<file path="config.mk">
export PLATFORM = sky130hd
export DESIGN_NAME = tscfg_regs
export DESIGN_NICKNAME = d
export VERILOG_FILES = /design/src/rtl/tscfg_pkg.sv /design/src/rtl/tscfg_regs.sv
export SDC_FILE = /design/constraint.sdc
export NUM_CORES = 1
export LEC_CHECK = 0
export BUFFER_PORTS_ARGS = -buffer_cell sky130_fd_sc_hd__clkbuf_2
export CORE_AREA = 2 2 531 533
export DETAILED_ROUTE_END_ITERATION = 7
export DIE_AREA = 0 0 533 535
export GPL_TIMING_DRIVEN = 0
export PLACE_DENSITY = 0.3
export REMOVE_ABC_BUFFERS = 1
export SETUP_SLACK_MARGIN = 0.1
export SKIP_LAST_GASP = 1
export SLEW_MARGIN = 25
export SYNTH_ARGS = -nofsm -noshare
export SYNTH_HDL_FRONTEND = slang
export SYNTH_SLANG_ARGS = --single-unit
export TNS_END_PERCENT = 10
</file>
<file path="constraint.sdc">
create_clock -name CLOCK -period 15.7 [get_ports CLOCK]
set_clock_uncertainty 0.15 [all_clocks]
set_input_delay 3.14 -clock CLOCK [delete_from_list [all_inputs] [get_ports CLOCK]]
set_output_delay 3.14 -clock CLOCK [all_outputs]
set_load 0.01 [all_outputs]
</file>
<file path="src/rtl/tscfg_pkg.sv">
// shared constants and carriers for the touch sensing configuration registers
package tscfg_pkg;
    // register byte addresses, reset value and unmapped read value
    localparam logic [7:0] ADDR_REPORT   = 8'h71;
    localparam logic [7:0] ADDR_CHEN0    = 8'h72;
    localparam logic [7:0] ADDR_CHEN1    = 8'h73;
    localparam logic [7:0] ADDR_CHEN2    = 8'h74;
    localparam logic [7:0] ADDR_CALPER   = 8'h76;
    localparam logic [7:0] ADDR_CALMOD   = 8'h77;
    localparam logic [7:0] ADDR_FILTER   = 8'h78;
    localparam logic [7:0] ADDR_SELECT   = 8'h7C;
    localparam logic [7:0] ADDR_WIN_LO   = 8'hC0;
    localparam logic [7:0] ADDR_WIN_HI   = 8'hEF;
    localparam logic [7:0] RESET_BYTE    = 8'h00;
    localparam logic [7:0] READ_ZERO     = 8'h00;

    localparam int NUM_CH = 24;

    // data selector codes
    localparam logic [7:0] SEL_TOUCH  = 8'h01;
    localparam logic [7:0] SEL_ENV    = 8'h02;
    localparam logic [7:0] SEL_DELAY  = 8'h03;
    localparam logic [7:0] SEL_LIVE   = 8'h04;
    localparam logic [7:0] SEL_CALIB  = 8'h05;
    localparam logic [7:0] SEL_LOCKED = 8'h06;

    // calibration algorithm codes
    localparam logic [1:0] ALG_PLAIN    = 2'h0;
    localparam logic [1:0] ALG_AUTOTUNE = 2'h2;

    // calibration period multipliers
    localparam logic [9:0] MULT_0 = 10'h008;
    localparam logic [9:0] MULT_1 = 10'h020;
    localparam logic [9:0] MULT_2 = 10'h080;
    localparam logic [9:0] MULT_3 = 10'h200;

    // filter sample sets: collect / discard
    localparam logic [4:0] SET0_COLLECT = 5'h0A;
    localparam logic [2:0] SET0_DISCARD = 3'h2;
    localparam logic [4:0] SET1_COLLECT = 5'h12;
    localparam logic [2:0] SET1_DISCARD = 3'h2;
    localparam logic [4:0] SET2_COLLECT = 5'h14;
    localparam logic [2:0] SET2_DISCARD = 3'h4;

    localparam logic [3:0] CAL_SAMPLES = 4'h8;

    // time base
    localparam int CLOCK_NS    = 100;
    localparam int TICK_MS     = 10;
    localparam int TICK_CYCLES = TICK_MS * 1000000 / CLOCK_NS;

    typedef struct packed {
        logic       valid;
        logic [7:0] pos;
    } tscfg_slider_t;

    typedef struct packed {
        logic [NUM_CH-1:0][8:0]  touch;
        logic [NUM_CH-1:0][8:0]  env;
        logic [NUM_CH-1:0][5:0]  delay;
        logic [NUM_CH-1:0][12:0] live;
        logic [NUM_CH-1:0][12:0] calib;
    } tscfg_chan_t;

    typedef struct packed {
        logic       stb;
        logic [7:0] kind;
        logic [4:0] idx;
        logic       high;
        logic [7:0] data;
    } tscfg_chwr_t;

    typedef struct packed {
        logic       on;
        logic [4:0] collect;
        logic [2:0] discard;
    } tscfg_filter_t;
endpackage

</file>
<file path="src/rtl/tscfg_regs.sv">
// touch sensing configuration register bank with channel data window
// Functional notes
// - upper nibble caps suppressed slider reports
// - lower nibble is minimum position change
// - three bytes hold 24 channel enables
// - multiplier codes give 8, 32, 128, 512
// - calibration every interval times 10ms times multiplier
// - sample spacing is field times 10ms
// - algorithm code 00 plain, 10 autotune
// - autotune retunes itself, blocks delay access
// - bit 0 enables periodic calibration
// - filter mode picks 10/2, 18/2, 20/4
// - filter bit 0 switches median filter
// - selector codes choose threshold, delay, impedance
// - channel word low byte at base+2n
// - window returns selector's chosen quantity
// - locked impedance frozen on writing 0x06
`timescale 1ns/1ps
module tscfg_regs #(
    parameter int TICK_CYCLES = tscfg_pkg::TICK_CYCLES
) (
    // clock and reset
    input  wire logic                     CLOCK,
    input  wire logic                     ARST_N,
    // register port
    input  wire logic [7:0]               REG_ADDR,
    input  wire logic [7:0]               REG_WDATA,
    input  wire logic                     REG_WR,
    input  wire logic                     REG_RD,
    output logic      [7:0]               REG_RDATA,
    // slider reports
    input  wire tscfg_pkg::tscfg_slider_t SLIDER_IN,
    output tscfg_pkg::tscfg_slider_t      REPORT_OUT,
    // channel data from and writes to the front end
    input  wire tscfg_pkg::tscfg_chan_t   CHAN_IN,
    input  wire logic [23:0]              OUT_OF_RANGE,
    output tscfg_pkg::tscfg_chwr_t        CHAN_WR,
    // control toward the front end
    output logic      [23:0]              CHAN_ENABLE,
    output logic                          AUTO_TUNE,
    output logic      [23:0]              RETUNE,
    output logic                          CAL_START,
    output logic                          CAL_SAMPLE,
    output tscfg_pkg::tscfg_filter_t      FILTER_CFG
);
    logic [1:0]  rst_sync_q;
    logic        rst_n;
    logic [7:0]  report_q, calper_q, calmod_q, filter_q, select_q;
    logic [23:0] chen_q;
    logic [12:0] locked_q [tscfg_pkg::NUM_CH];
    logic        win_hit;
    logic [4:0]  win_idx;
    logic [7:0]  win_off;
    logic        autotune;
    logic        delay_blocked;
    logic [15:0] win_word;

    // reset release through two flops
    always_ff @(posedge CLOCK or negedge ARST_N)
    begin
        if (!ARST_N)
            rst_sync_q <= 2'h0;
        else
            rst_sync_q <= {rst_sync_q[0], 1'b1};
    end
    assign rst_n = rst_sync_q[1];

    assign win_hit = (REG_ADDR >= tscfg_pkg::ADDR_WIN_LO) && (REG_ADDR <= tscfg_pkg::ADDR_WIN_HI);
    assign win_off = REG_ADDR - tscfg_pkg::ADDR_WIN_LO;
    assign win_idx = win_off[5:1];
    assign autotune = (calmod_q[2:1] == tscfg_pkg::ALG_AUTOTUNE);
    assign delay_blocked = autotune && (select_q == tscfg_pkg::SEL_DELAY);

    // plain configuration registers
    always_ff @(posedge CLOCK or negedge rst_n)
    begin
        if (!rst_n)
        begin
            report_q <= tscfg_pkg::RESET_BYTE;
            calper_q <= tscfg_pkg::RESET_BYTE;
            calmod_q <= tscfg_pkg::RESET_BYTE;
            filter_q <= tscfg_pkg::RESET_BYTE;
            select_q <= tscfg_pkg::RESET_BYTE;
            chen_q   <= 24'h000000;
        end
        else if (REG_WR)
        begin
            case (REG_ADDR)
                tscfg_pkg::ADDR_REPORT: report_q      <= REG_WDATA;
                tscfg_pkg::ADDR_CHEN0:  chen_q[7:0]   <= REG_WDATA;
                tscfg_pkg::ADDR_CHEN1:  chen_q[15:8]  <= REG_WDATA;
                tscfg_pkg::ADDR_CHEN2:  chen_q[23:16] <= REG_WDATA;
                tscfg_pkg::ADDR_CALPER: calper_q      <= REG_WDATA;
                tscfg_pkg::ADDR_CALMOD: calmod_q      <= REG_WDATA;
                tscfg_pkg::ADDR_FILTER: filter_q      <= REG_WDATA;
                tscfg_pkg::ADDR_SELECT: select_q      <= REG_WDATA;
                default:                ;
            endcase
        end
    end

    assign CHAN_ENABLE = chen_q;
    assign AUTO_TUNE   = autotune;

    // locked impedance snapshot, one entry per channel
    genvar g;
    generate
        for (g = 0; g < tscfg_pkg::NUM_CH; g++)
        begin : g_ch
            always_ff @(posedge CLOCK or negedge rst_n)
            begin
                if (!rst_n)
                    locked_q[g] <= 13'h0000;
                else if (REG_WR && REG_ADDR == tscfg_pkg::ADDR_SELECT
                         && REG_WDATA == tscfg_pkg::SEL_LOCKED
                         && select_q != tscfg_pkg::SEL_LOCKED)
                    locked_q[g] <= CHAN_IN.live[g];
            end
            assign RETUNE[g] = autotune && chen_q[g] && OUT_OF_RANGE[g];
        end
    endgenerate

    // word chosen by the selector for one channel
    function automatic logic [15:0] chan_word(input logic [4:0] idx);
        logic [15:0] w;
        w = 16'h0000;
        case (select_q)
            tscfg_pkg::SEL_TOUCH:  w = {7'h00, CHAN_IN.touch[idx]};
            tscfg_pkg::SEL_ENV:    w = {7'h00, CHAN_IN.env[idx]};
            tscfg_pkg::SEL_DELAY:  w = delay_blocked ? 16'h0000 : {10'h000, CHAN_IN.delay[idx]};
            tscfg_pkg::SEL_LIVE:   w = {3'h0, CHAN_IN.live[idx]};
            tscfg_pkg::SEL_CALIB:  w = {3'h0, CHAN_IN.calib[idx]};
            tscfg_pkg::SEL_LOCKED: w = {3'h0, locked_q[idx]};
            default:               w = 16'h0000;
        endcase
        return w;
    endfunction

    // selected word of the addressed channel
    always_comb
        win_word = chan_word(win_idx);

    // read data, captured on the read strobe
    always_ff @(posedge CLOCK or negedge rst_n)
    begin
        if (!rst_n)
            REG_RDATA <= tscfg_pkg::READ_ZERO;
        else if (REG_RD)
        begin
            if (win_hit)
                REG_RDATA <= win_off[0] ? win_word[15:8] : win_word[7:0];
            else
            begin
                case (REG_ADDR)
                    tscfg_pkg::ADDR_REPORT: REG_RDATA <= report_q;
                    tscfg_pkg::ADDR_CHEN0:  REG_RDATA <= chen_q[7:0];
                    tscfg_pkg::ADDR_CHEN1:  REG_RDATA <= chen_q[15:8];
                    tscfg_pkg::ADDR_CHEN2:  REG_RDATA <= chen_q[23:16];
                    tscfg_pkg::ADDR_CALPER: REG_RDATA <= calper_q;
                    tscfg_pkg::ADDR_CALMOD: REG_RDATA <= calmod_q;
                    tscfg_pkg::ADDR_FILTER: REG_RDATA <= filter_q;
                    tscfg_pkg::ADDR_SELECT: REG_RDATA <= select_q;
                    default:                REG_RDATA <= tscfg_pkg::READ_ZERO;
                endcase
            end
        end
    end

    // window writes of thresholds, and of delay outside autotune, pass to the front end
    always_ff @(posedge CLOCK or negedge rst_n)
    begin
        if (!rst_n)
            CHAN_WR <= '0;
        else
        begin
            CHAN_WR.stb  <= REG_WR && win_hit && !delay_blocked
                            && (select_q == tscfg_pkg::SEL_TOUCH
                                || select_q == tscfg_pkg::SEL_ENV
                                || select_q == tscfg_pkg::SEL_DELAY);
            CHAN_WR.kind <= select_q;
            CHAN_WR.idx  <= win_idx;
            CHAN_WR.high <= win_off[0];
            CHAN_WR.data <= REG_WDATA;
        end
    end

    // filter setup
    always_ff @(posedge CLOCK or negedge rst_n)
    begin
        if (!rst_n)
            FILTER_CFG <= '0;
        else
        begin
            FILTER_CFG.on <= filter_q[0];
            case (filter_q[2:1])
                2'h1:
                begin
                    FILTER_CFG.collect <= tscfg_pkg::SET1_COLLECT;
                    FILTER_CFG.discard <= tscfg_pkg::SET1_DISCARD;
                end
                2'h2:
                begin
                    FILTER_CFG.collect <= tscfg_pkg::SET2_COLLECT;
                    FILTER_CFG.discard <= tscfg_pkg::SET2_DISCARD;
                end
                default:
                begin
                    FILTER_CFG.collect <= tscfg_pkg::SET0_COLLECT;
                    FILTER_CFG.discard <= tscfg_pkg::SET0_DISCARD;
                end
            endcase
        end
    end

    // 10 ms time base
    logic [16:0] tick_cnt_q;
    logic        tick;
    assign tick = (tick_cnt_q == 17'(TICK_CYCLES - 1));
    always_ff @(posedge CLOCK or negedge rst_n)
    begin
        if (!rst_n)
            tick_cnt_q <= 17'h00000;
        else
            tick_cnt_q <= tick ? 17'h00000 : tick_cnt_q + 17'h00001;
    end

    // calibration period
    logic [9:0]  mult;
    logic [15:0] period;
    logic [15:0] per_cnt_q;
    logic        cal_en;
    always_comb
    begin
        case (calper_q[7:6])
            2'h0:    mult = tscfg_pkg::MULT_0;
            2'h1:    mult = tscfg_pkg::MULT_1;
            2'h2:    mult = tscfg_pkg::MULT_2;
            default: mult = tscfg_pkg::MULT_3;
        endcase
    end
    assign period = 16'({10'h000, calper_q[5:0]} * mult);
    assign cal_en = calmod_q[0] && (period != 16'h0000);

    always_ff @(posedge CLOCK or negedge rst_n)
    begin
        if (!rst_n)
        begin
            per_cnt_q <= 16'h0000;
            CAL_START <= 1'b0;
        end
        else
        begin
            CAL_START <= 1'b0;
            if (!cal_en)
                per_cnt_q <= 16'h0000;
            else if (tick)
            begin
                if (per_cnt_q + 16'h0001 >= period)
                begin
                    per_cnt_q <= 16'h0000;
                    CAL_START <= 1'b1;
                end
                else
                    per_cnt_q <= per_cnt_q + 16'h0001;
            end
        end
    end

    // eight samples per calibration unit, spaced by calmod_q[7:3] tick pulses, back to back when that field is zero
    logic [3:0] left_q;
    logic [4:0] space_q;
    always_ff @(posedge CLOCK or negedge rst_n)
    begin
        if (!rst_n)
        begin
            left_q     <= 4'h0;
            space_q    <= 5'h00;
            CAL_SAMPLE <= 1'b0;
        end
        else
        begin
            CAL_SAMPLE <= 1'b0;
            if (CAL_START)
            begin
                left_q     <= tscfg_pkg::CAL_SAMPLES - 4'h1;
                space_q    <= 5'h00;
                CAL_SAMPLE <= 1'b1;
            end
            else if (left_q != 4'h0)
            begin
                if (space_q >= calmod_q[7:3])
                begin
                    left_q     <= left_q - 4'h1;
                    space_q    <= 5'h00;
                    CAL_SAMPLE <= 1'b1;
                end
                else if (tick)
                    space_q <= space_q + 5'h01;
            end
        end
    end

    // slider report throttling
    logic [7:0] last_q;
    logic [3:0] drops_q;
    logic [7:0] moved;
    logic       pass;
    assign moved = (SLIDER_IN.pos >= last_q) ? SLIDER_IN.pos - last_q : last_q - SLIDER_IN.pos;
    assign pass = (report_q[3:0] == 4'h0)
               || (moved >= {4'h0, report_q[3:0]})
               || (report_q[7:4] == 4'h0)
               || (drops_q >= report_q[7:4]);
    always_ff @(posedge CLOCK or negedge rst_n)
    begin
        if (!rst_n)
        begin
            last_q     <= 8'h00;
            drops_q    <= 4'h0;
            REPORT_OUT <= '0;
        end
        else
        begin
            REPORT_OUT.valid <= SLIDER_IN.valid && pass;
            if (SLIDER_IN.valid && pass)
            begin
                REPORT_OUT.pos <= SLIDER_IN.pos;
                last_q         <= SLIDER_IN.pos;
                drops_q        <= 4'h0;
            end
            else if (SLIDER_IN.valid)
                drops_q <= drops_q + 4'h1;
        end
    end

    property p_no_drop_zero;
        @(posedge CLOCK) disable iff (!rst_n)
        SLIDER_IN.valid && report_q[7:4] == 4'h0 |=> REPORT_OUT.valid;
    endproperty
    a_no_drop_zero: assert property (p_no_drop_zero) else $error("report dropped");

    property p_min_zero;
        @(posedge CLOCK) disable iff (!rst_n)
        SLIDER_IN.valid && report_q[3:0] == 4'h0 |=> REPORT_OUT.valid && REPORT_OUT.pos == $past(SLIDER_IN.pos);
    endproperty
    a_min_zero: assert property (p_min_zero) else $error("sample not reported");

    property p_chen_byte;
        @(posedge CLOCK) disable iff (!rst_n)
        REG_WR && REG_ADDR == tscfg_pkg::ADDR_CHEN1 |=> CHAN_ENABLE[15:8] == $past(REG_WDATA);
    endproperty
    a_chen_byte: assert property (p_chen_byte) else $error("enable byte wrong");

    property p_mult_max;
        @(posedge CLOCK) disable iff (!rst_n)
        calper_q[7:6] == 2'h3 |-> period == {calper_q[5:0], 9'h000};
    endproperty
    a_mult_max: assert property (p_mult_max) else $error("multiplier wrong");

    property p_start_gap;
        @(posedge CLOCK) disable iff (!rst_n)
        CAL_START |=> !CAL_START [*8];
    endproperty
    a_start_gap: assert property (p_start_gap) else $error("calibration too often");

    property p_start_en;
        @(posedge CLOCK) disable iff (!rst_n)
        CAL_START |-> $past(calmod_q[0]);
    endproperty
    a_start_en: assert property (p_start_en) else $error("calibration while disabled");

    property p_spacing;
        @(posedge CLOCK) disable iff (!rst_n)
        CAL_SAMPLE && calmod_q[7:3] != 5'h00 |=> !CAL_SAMPLE;
    endproperty
    a_spacing: assert property (p_spacing) else $error("samples too close");

    property p_retune;
        @(posedge CLOCK) disable iff (!rst_n)
        RETUNE != 24'h000000 |-> calmod_q[2:1] == tscfg_pkg::ALG_AUTOTUNE;
    endproperty
    a_retune: assert property (p_retune) else $error("retune outside autotune");

    property p_set18;
        @(posedge CLOCK) disable iff (!rst_n)
        filter_q[2:1] == 2'h1 |=> FILTER_CFG.collect == 5'h12 && FILTER_CFG.discard == 3'h2;
    endproperty
    a_set18: assert property (p_set18) else $error("filter set wrong");

    property p_sel_read;
        @(posedge CLOCK) disable iff (!rst_n)
        REG_RD && REG_ADDR == tscfg_pkg::ADDR_SELECT && !REG_WR |=> REG_RDATA == select_q;
    endproperty
    a_sel_read: assert property (p_sel_read) else $error("selector readback");

    property p_live_word;
        @(posedge CLOCK) disable iff (!rst_n)
        REG_RD && REG_ADDR == tscfg_pkg::ADDR_WIN_LO && select_q == tscfg_pkg::SEL_LIVE
        |=> REG_RDATA == $past(CHAN_IN.live[0][7:0]);
    endproperty
    a_live_word: assert property (p_live_word) else $error("window content");

    property p_locked_hold;
        @(posedge CLOCK) disable iff (!rst_n)
        select_q == tscfg_pkg::SEL_LOCKED && $stable(select_q) |-> $stable(locked_q[0]);
    endproperty
    a_locked_hold: assert property (p_locked_hold) else $error("locked data moved");
endmodule

</file>
### Yosys cells after proc, flatten, opt, wreduce, memory -nomap -nowiden

Index checks and enable logic that the tools add are counted.

* add/sub/neg operators: 8
* bitwise logic cells: 1
* $mul: 1
* equality and inequality tests: 23
* order comparisons: 9
* multiplexer cells: 40
* reductions and logical operators: 83

Operators with widths (number)
* $bmux 13 s5: 3
* $bmux 9 s5: 2
* $pmux 13 s6: 1
* $eq 8x7->1 const B: 8
* $pmux 8 s8: 1
* $logic_and 1x1->1: 58
* $mux 13: 4
* $mux 16: 3
* $eq 8x3->1 const B: 4
* $bmux 6 s5: 1
* $pmux 10 s3: 1
* $mux 8: 3
* $mux 4: 5
* $mux 5: 4
* $reduce_and 2->1: 10
* $mux 9: 2
* $add 17x1->17 const B: 1
* $eq 17x17->1 const B: 1
* $mux 17: 1
* $add 16x1->16 const B: 1
* $eq 8x2->1 const B: 2
* $ge 16x16->1: 1
* $mul 6x10->16: 1
* $pmux 8 s2: 1
* other kinds (29): 46

* bits in registers: 475
* output and inout bits: 100
* logic and storage cells: 216

### Logic depth before layout (Yosys ltp)

* word-level depth: 8
* mapped depth: 20

### Worst setup path before layout

No wires, ideal clock.

* kind: in2out
* start: in OUT_OF_RANGE[0]
* end: out RETUNE[0]
* path slack: 9090 ps
* stages: 1
* data arrival time: 3320 ps
* path buffers: 0
* cells stage by stage: and3_1

* word-level cells in the longest chain between the ends: 1

RTL lines
* from (decl): line tscfg_regs.sv:36 `input wire logic [23:0] OUT_OF_RANGE,`
* $logic_and 1x1->1: line tscfg_regs.sv:119 `assign RETUNE[g] = autotune && chen_q[g] && OUT_OF_RANGE[g];`
* to (decl): line tscfg_regs.sv:41 `output logic [23:0] RETUNE,`

Every way passes these cells.

### Worst setup path after layout

* start: in REG_ADDR[3]
* end: reg locked_q[201] (netlist bit)

* word-level cells in the longest chain between the ends: 4

RTL lines
* from (decl): line tscfg_regs.sv:26 `input wire logic [7:0] REG_ADDR,`
* $eq 8x7->1: line tscfg_regs.sv:114 `else if (REG_WR && REG_ADDR == tscfg_pkg::ADDR_SELECT`
* $logic_and 1x1->1: line tscfg_regs.sv:114
* $logic_and 1x1->1: line tscfg_regs.sv:115 `&& REG_WDATA == tscfg_pkg::SEL_LOCKED`
* $logic_and 1x1->1: line tscfg_regs.sv:116 `&& select_q != tscfg_pkg::SEL_LOCKED)`
* to (signal, indexed assignment): line tscfg_regs.sv:117 `locked_q[g] <= CHAN_IN.live[g];`
* to (decl): line tscfg_regs.sv:50 `logic [12:0] locked_q [tscfg_pkg::NUM_CH];`

Every way passes these cells.
A chain may end at the register's enable or synchronous reset.

==> impl_metrics.json <==
{
  "cts_buffers": 70,
  "drv_cap": 0,
  "arrival_ps": 8730,
  "syn-cell-area_um2": 33500,
  "swShare_pct": 30.1,
  "switchingPower_mw": 1.12,
  "hold_path.class": "reg2async",
  "place.gp.congestion": 0.920,
  "clk_latency_ps": 670,
  "grt.overflow.total": 0,
  "areaGrowthSynthToFinish_pct": 43.2,
  "async_reset_ff_share_pct": 100,
  "fin_tns_setup_ps": 0,
  "crit_chain": "clkbuf_8 -> buf_16 -> buf_16 -> buf_16 -> nor2b_2 -> and4_1 -> nand2_2 -> nor3_4 -> buf_16 -> buf_6 -> buf_8 -> buf_6 -> buf_6 -> buf_8 -> buf_6 -> buf_6 -> mux2_1",
  "cp-start-kind": "primary input",
  "final_antenna_net_count": 0,
  "cts_max_level": 3,
  "cp_top_family": "buffers and inverters",
  "clockRootBuffer": "clkbuf_16",
  "cts_max_path_buffers": 3,
  "die_h_um": 535,
  "relSlewSlack_pct": 28.0,
  "synth.distinct_cells": 99,
  "path_max_fanout": 73,
  "report.final.slew_viol_count": 0,
  "drt_iter0_markers": 1588,
  "cp_slowest_stage_delay_ps": 700,
  "crit_slowest_cell": "nor2b_2",
  "synth_ff_type": "dfrtp_1",
  "wl_mm": 223,
  "antenna_found_initial": 137,
  "p_seq_share_pct": 34.0,
  "grt_pass1_wl_mm": 296,
  "dieArea_um2": 285000,
  "min_period_over_period_pct": 53.3,
  "track_usage_pct": 15.2,
  "die_w_um": 533,
  "core_area_um2": 279000,
  "p_int_mw": 2.60,
  "start_util_pct": 12.0,
  "p_total_mw": 3.72,
  "finalHoldViolations": 0,
  "yosys_warnings": 0,
  "status": "completed",
  "synth_seq_cells": 471,
  "critPathMostFrequentCell": "buf_6",
  "rsz0062_at_grt": "false",
  "drive_above_1_share_pct": 53.4,
  "max_slew.worst_pin.slew_ps": 1070,
  "ctsHoldBuffers": 0,
  "seq_area_frac_synth_pct": 35.1,
  "cp.required_ps": 16070,
  "path_clk_slew_ps": 60,
  "dp.final_hpwl_mm": 188,
  "portBuffers": 1350,
  "first_pass_iters": 7,
  "cp_num_buf_inv": 12,
  "finalCriticalPeriod_ps": 8360,
  "post_cts_buffers": 0,
  "fp-row-count": 194,
  "cts-resized-gates": 0,
  "whs_ps": 84.6,
  "setup_ws_ps": 7340,
  "boundaryPins": 1353,
  "synth_edf_count": 0,
  "n_fill_cell": 31000,
  "grt_pass1_vias": 32000,
  "leakagePower_nw": 22.2,
  "critPathCaptureType": "flop",
  "final_cells": 7678,
  "cts_tree": "done",
  "clock-sinks": 471,
  "routedWlPerCell_um": 29.0,
  "seqCellArea_um2": 11800,
  "place_ws_ps": 6640,
  "grt_max_degree": 74,
  "p_per_area_nw_per_um2": 77.3,
  "syn_avg_cell_area_um2": 13.1,
  "clkPwrFrac_pct": 44.4,
  "netlist_instances": 2560,
  "finalNetCount": 5203,
  "power_frac_comb_pct": 21.6,
  "worstSetupPathType": "in2reg",
  "multi_input_area_um2": 20500,
  "vias": 29800,
  "max_freq_mhz": 120,
  "dp.cells": 7519,
  "drcViolationCount": 0,
  "viasPerCell": 3.88,
  "ir_worst_vdd_mv": 0.0588,
  "finalSetupViolCount": 0
}
==> cell usage after synthesis, types with 51 or more instances <==
| library cell | number | share of area, % |
|---|---|---|
| nand2_1 | 212 | 2.4 |
| mux2i_1 | 108 | 3.2 |
| ha_1 | 74 | 2.8 |
| nor2_1 | 51 | 0.57 |
| mux2_2 | 100 | 3.4 |
| clkbuf_1 | 58 | 0.65 |
| buf_2 | 64 | 0.95 |
| buf_4 | 73 | 1.6 |
| dfrtp_1 | 471 | 35 |
| mux2_1 | 280 | 9.4 |
| inv_1 | 58 | 0.65 |
| mux4_2 | 385 | 26 |
| nand3_1 | 69 | 1.0 |
==> cells by family after synthesis <==
group / Yosys count / share of synthesized area [%]
xor+xnor: 39 / 1.02
simple gates: 538 / 8.19
other cells: 2 / 0.0224
flops: 471 / 35.1
compound gates: 283 / 6.35
fa+ha+maj: 81 / 3.18
mux: 874 / 41.9
buf+inv: 272 / 4.23
==> power groups by stage <==
stage	combinational [mW]	clock, mW	sequential (mW)
after floorplan	0.306	0	1.29
after global placement	0.878	0	1.31
after detailed placement	0.824	0	1.28
after CTS	0.827	1.73	1.26
after global routing	0.869	1.77	1.27
final	0.802	1.65	1.26
==> layout by cell type, fill, tap and decap left out, types with 10 or more instances in the layout <==
cell | Yosys | final
a211oi_1 | 18 | 18
a21o_1 | 10 | 10
a21oi_1 | 31 | 30
a221oi_1 | 11 | 11
a22oi_1 | 10 | 10
a31oi_1 | 24 | 22
a32oi_1 | 42 | 41
and2_1 | 21 | 21
and3_1 | 50 | 50
and4_1 | 10 | 10
buf_16 | 0 | 34
buf_4 | 73 | 11
buf_6 | 6 | 26
buf_8 | 0 | 15
clkbuf_1 | 58 | 17
clkbuf_16 | 0 | 73
clkbuf_2 | 0 | 1344
clkbuf_8 | 0 | 15
dfrtp_1 | 471 | 470
diode_2 | 0 | 36
ha_1 | 74 | 74
inv_1 | 58 | 57
mux2_1 | 280 | 280
mux2_2 | 100 | 100
mux2i_1 | 108 | 107
mux4_2 | 385 | 385
nand2_1 | 212 | 212
nand3_1 | 69 | 69
nand4_1 | 16 | 16
nor2_1 | 51 | 50
nor2b_1 | 19 | 16
nor3_1 | 18 | 15
nor4_1 | 18 | 17
o2111ai_1 | 11 | 11
o21ai_0 | 29 | 29
o22ai_1 | 27 | 27
xnor2_1 | 26 | 26
xor2_1 | 13 | 13
==> registers in the layout (all words and copies together) (netlist names), 5 cells and up <==
| name | cells |
|---|---|
| CHAN_WR | 23 |
| CHAN_ENABLE | 24 |
| select_q | 8 |
| per_cnt_q | 16 |
| calper_q | 8 |
| last_q | 8 |
| locked_q | 312 |
| tick_cnt_q | 17 |
| report_q | 8 |
| REG_RDATA | 8 |
| space_q | 5 |
| calmod_q | 8 |
| FILTER_CFG | 5 |
| filter_q | 8 |
==> per-stage QoR <==
stage	area [µm²]	utilization, %
global placement	43800	15.7
CTS	47900	17.2
detailed placement	45600	16.4
finish	48000	17.2
global route	48000	17.2
floorplan	32400	-
==> cell type report <==
| class | instances | area share (%) |
|---|---|---|
| inverters | 60 | 0.500 |
| well taps | 3724 | 9.70 |
| repair buffers | 1448 | 17.7 |
| diodes | 36 | 0.188 |
| flip-flops and latches | 471 | 24.5 |
| multi-input cells | 1818 | 42.6 |
| clock inverters | 21 | 0.586 |
| clock buffers | 100 | 4.22 |
==> path summary, 6_finish.rpt <==
check / cells after the start / startpoint / slack, ps / endpoint
worst max-delay path: 17 / REG_ADDR[3] / 7340 / locked_q[201]
worst min-delay path: 0 / rst_sync_q[1] / 80 / locked_q[222]
worst max register to register: 18 / calper_q[6] / 10240 / per_cnt_q[2]
worst min register to register: 0 / rst_sync_q[1] / 80 / locked_q[222]
max in group asynchronous: 7 / rst_sync_q[1] / 13010 / locked_q[281]
min in group CLOCK: 0 / rst_sync_q[0] / 200 / rst_sync_q[1]
==> layer usage <==
| metal | routed length (µm) | global-route usage [%] | vias to the layer above | part of all wire, % |
|---|---|---|---|---|
| met5 | 581 | 0 | - | 0.26 |
| met4 | 4400 | 2.70 | 86 | 2.0 |
| met3 | 17800 | 5.12 | 295 | 8.0 |
| met2 | 107000 | 25.5 | 1273 | 48 |
| met1 | 93100 | 18.8 | 15300 | 42 |
| li1 | - | - | 12800 | - |
(Power assumes the default switching activity.)
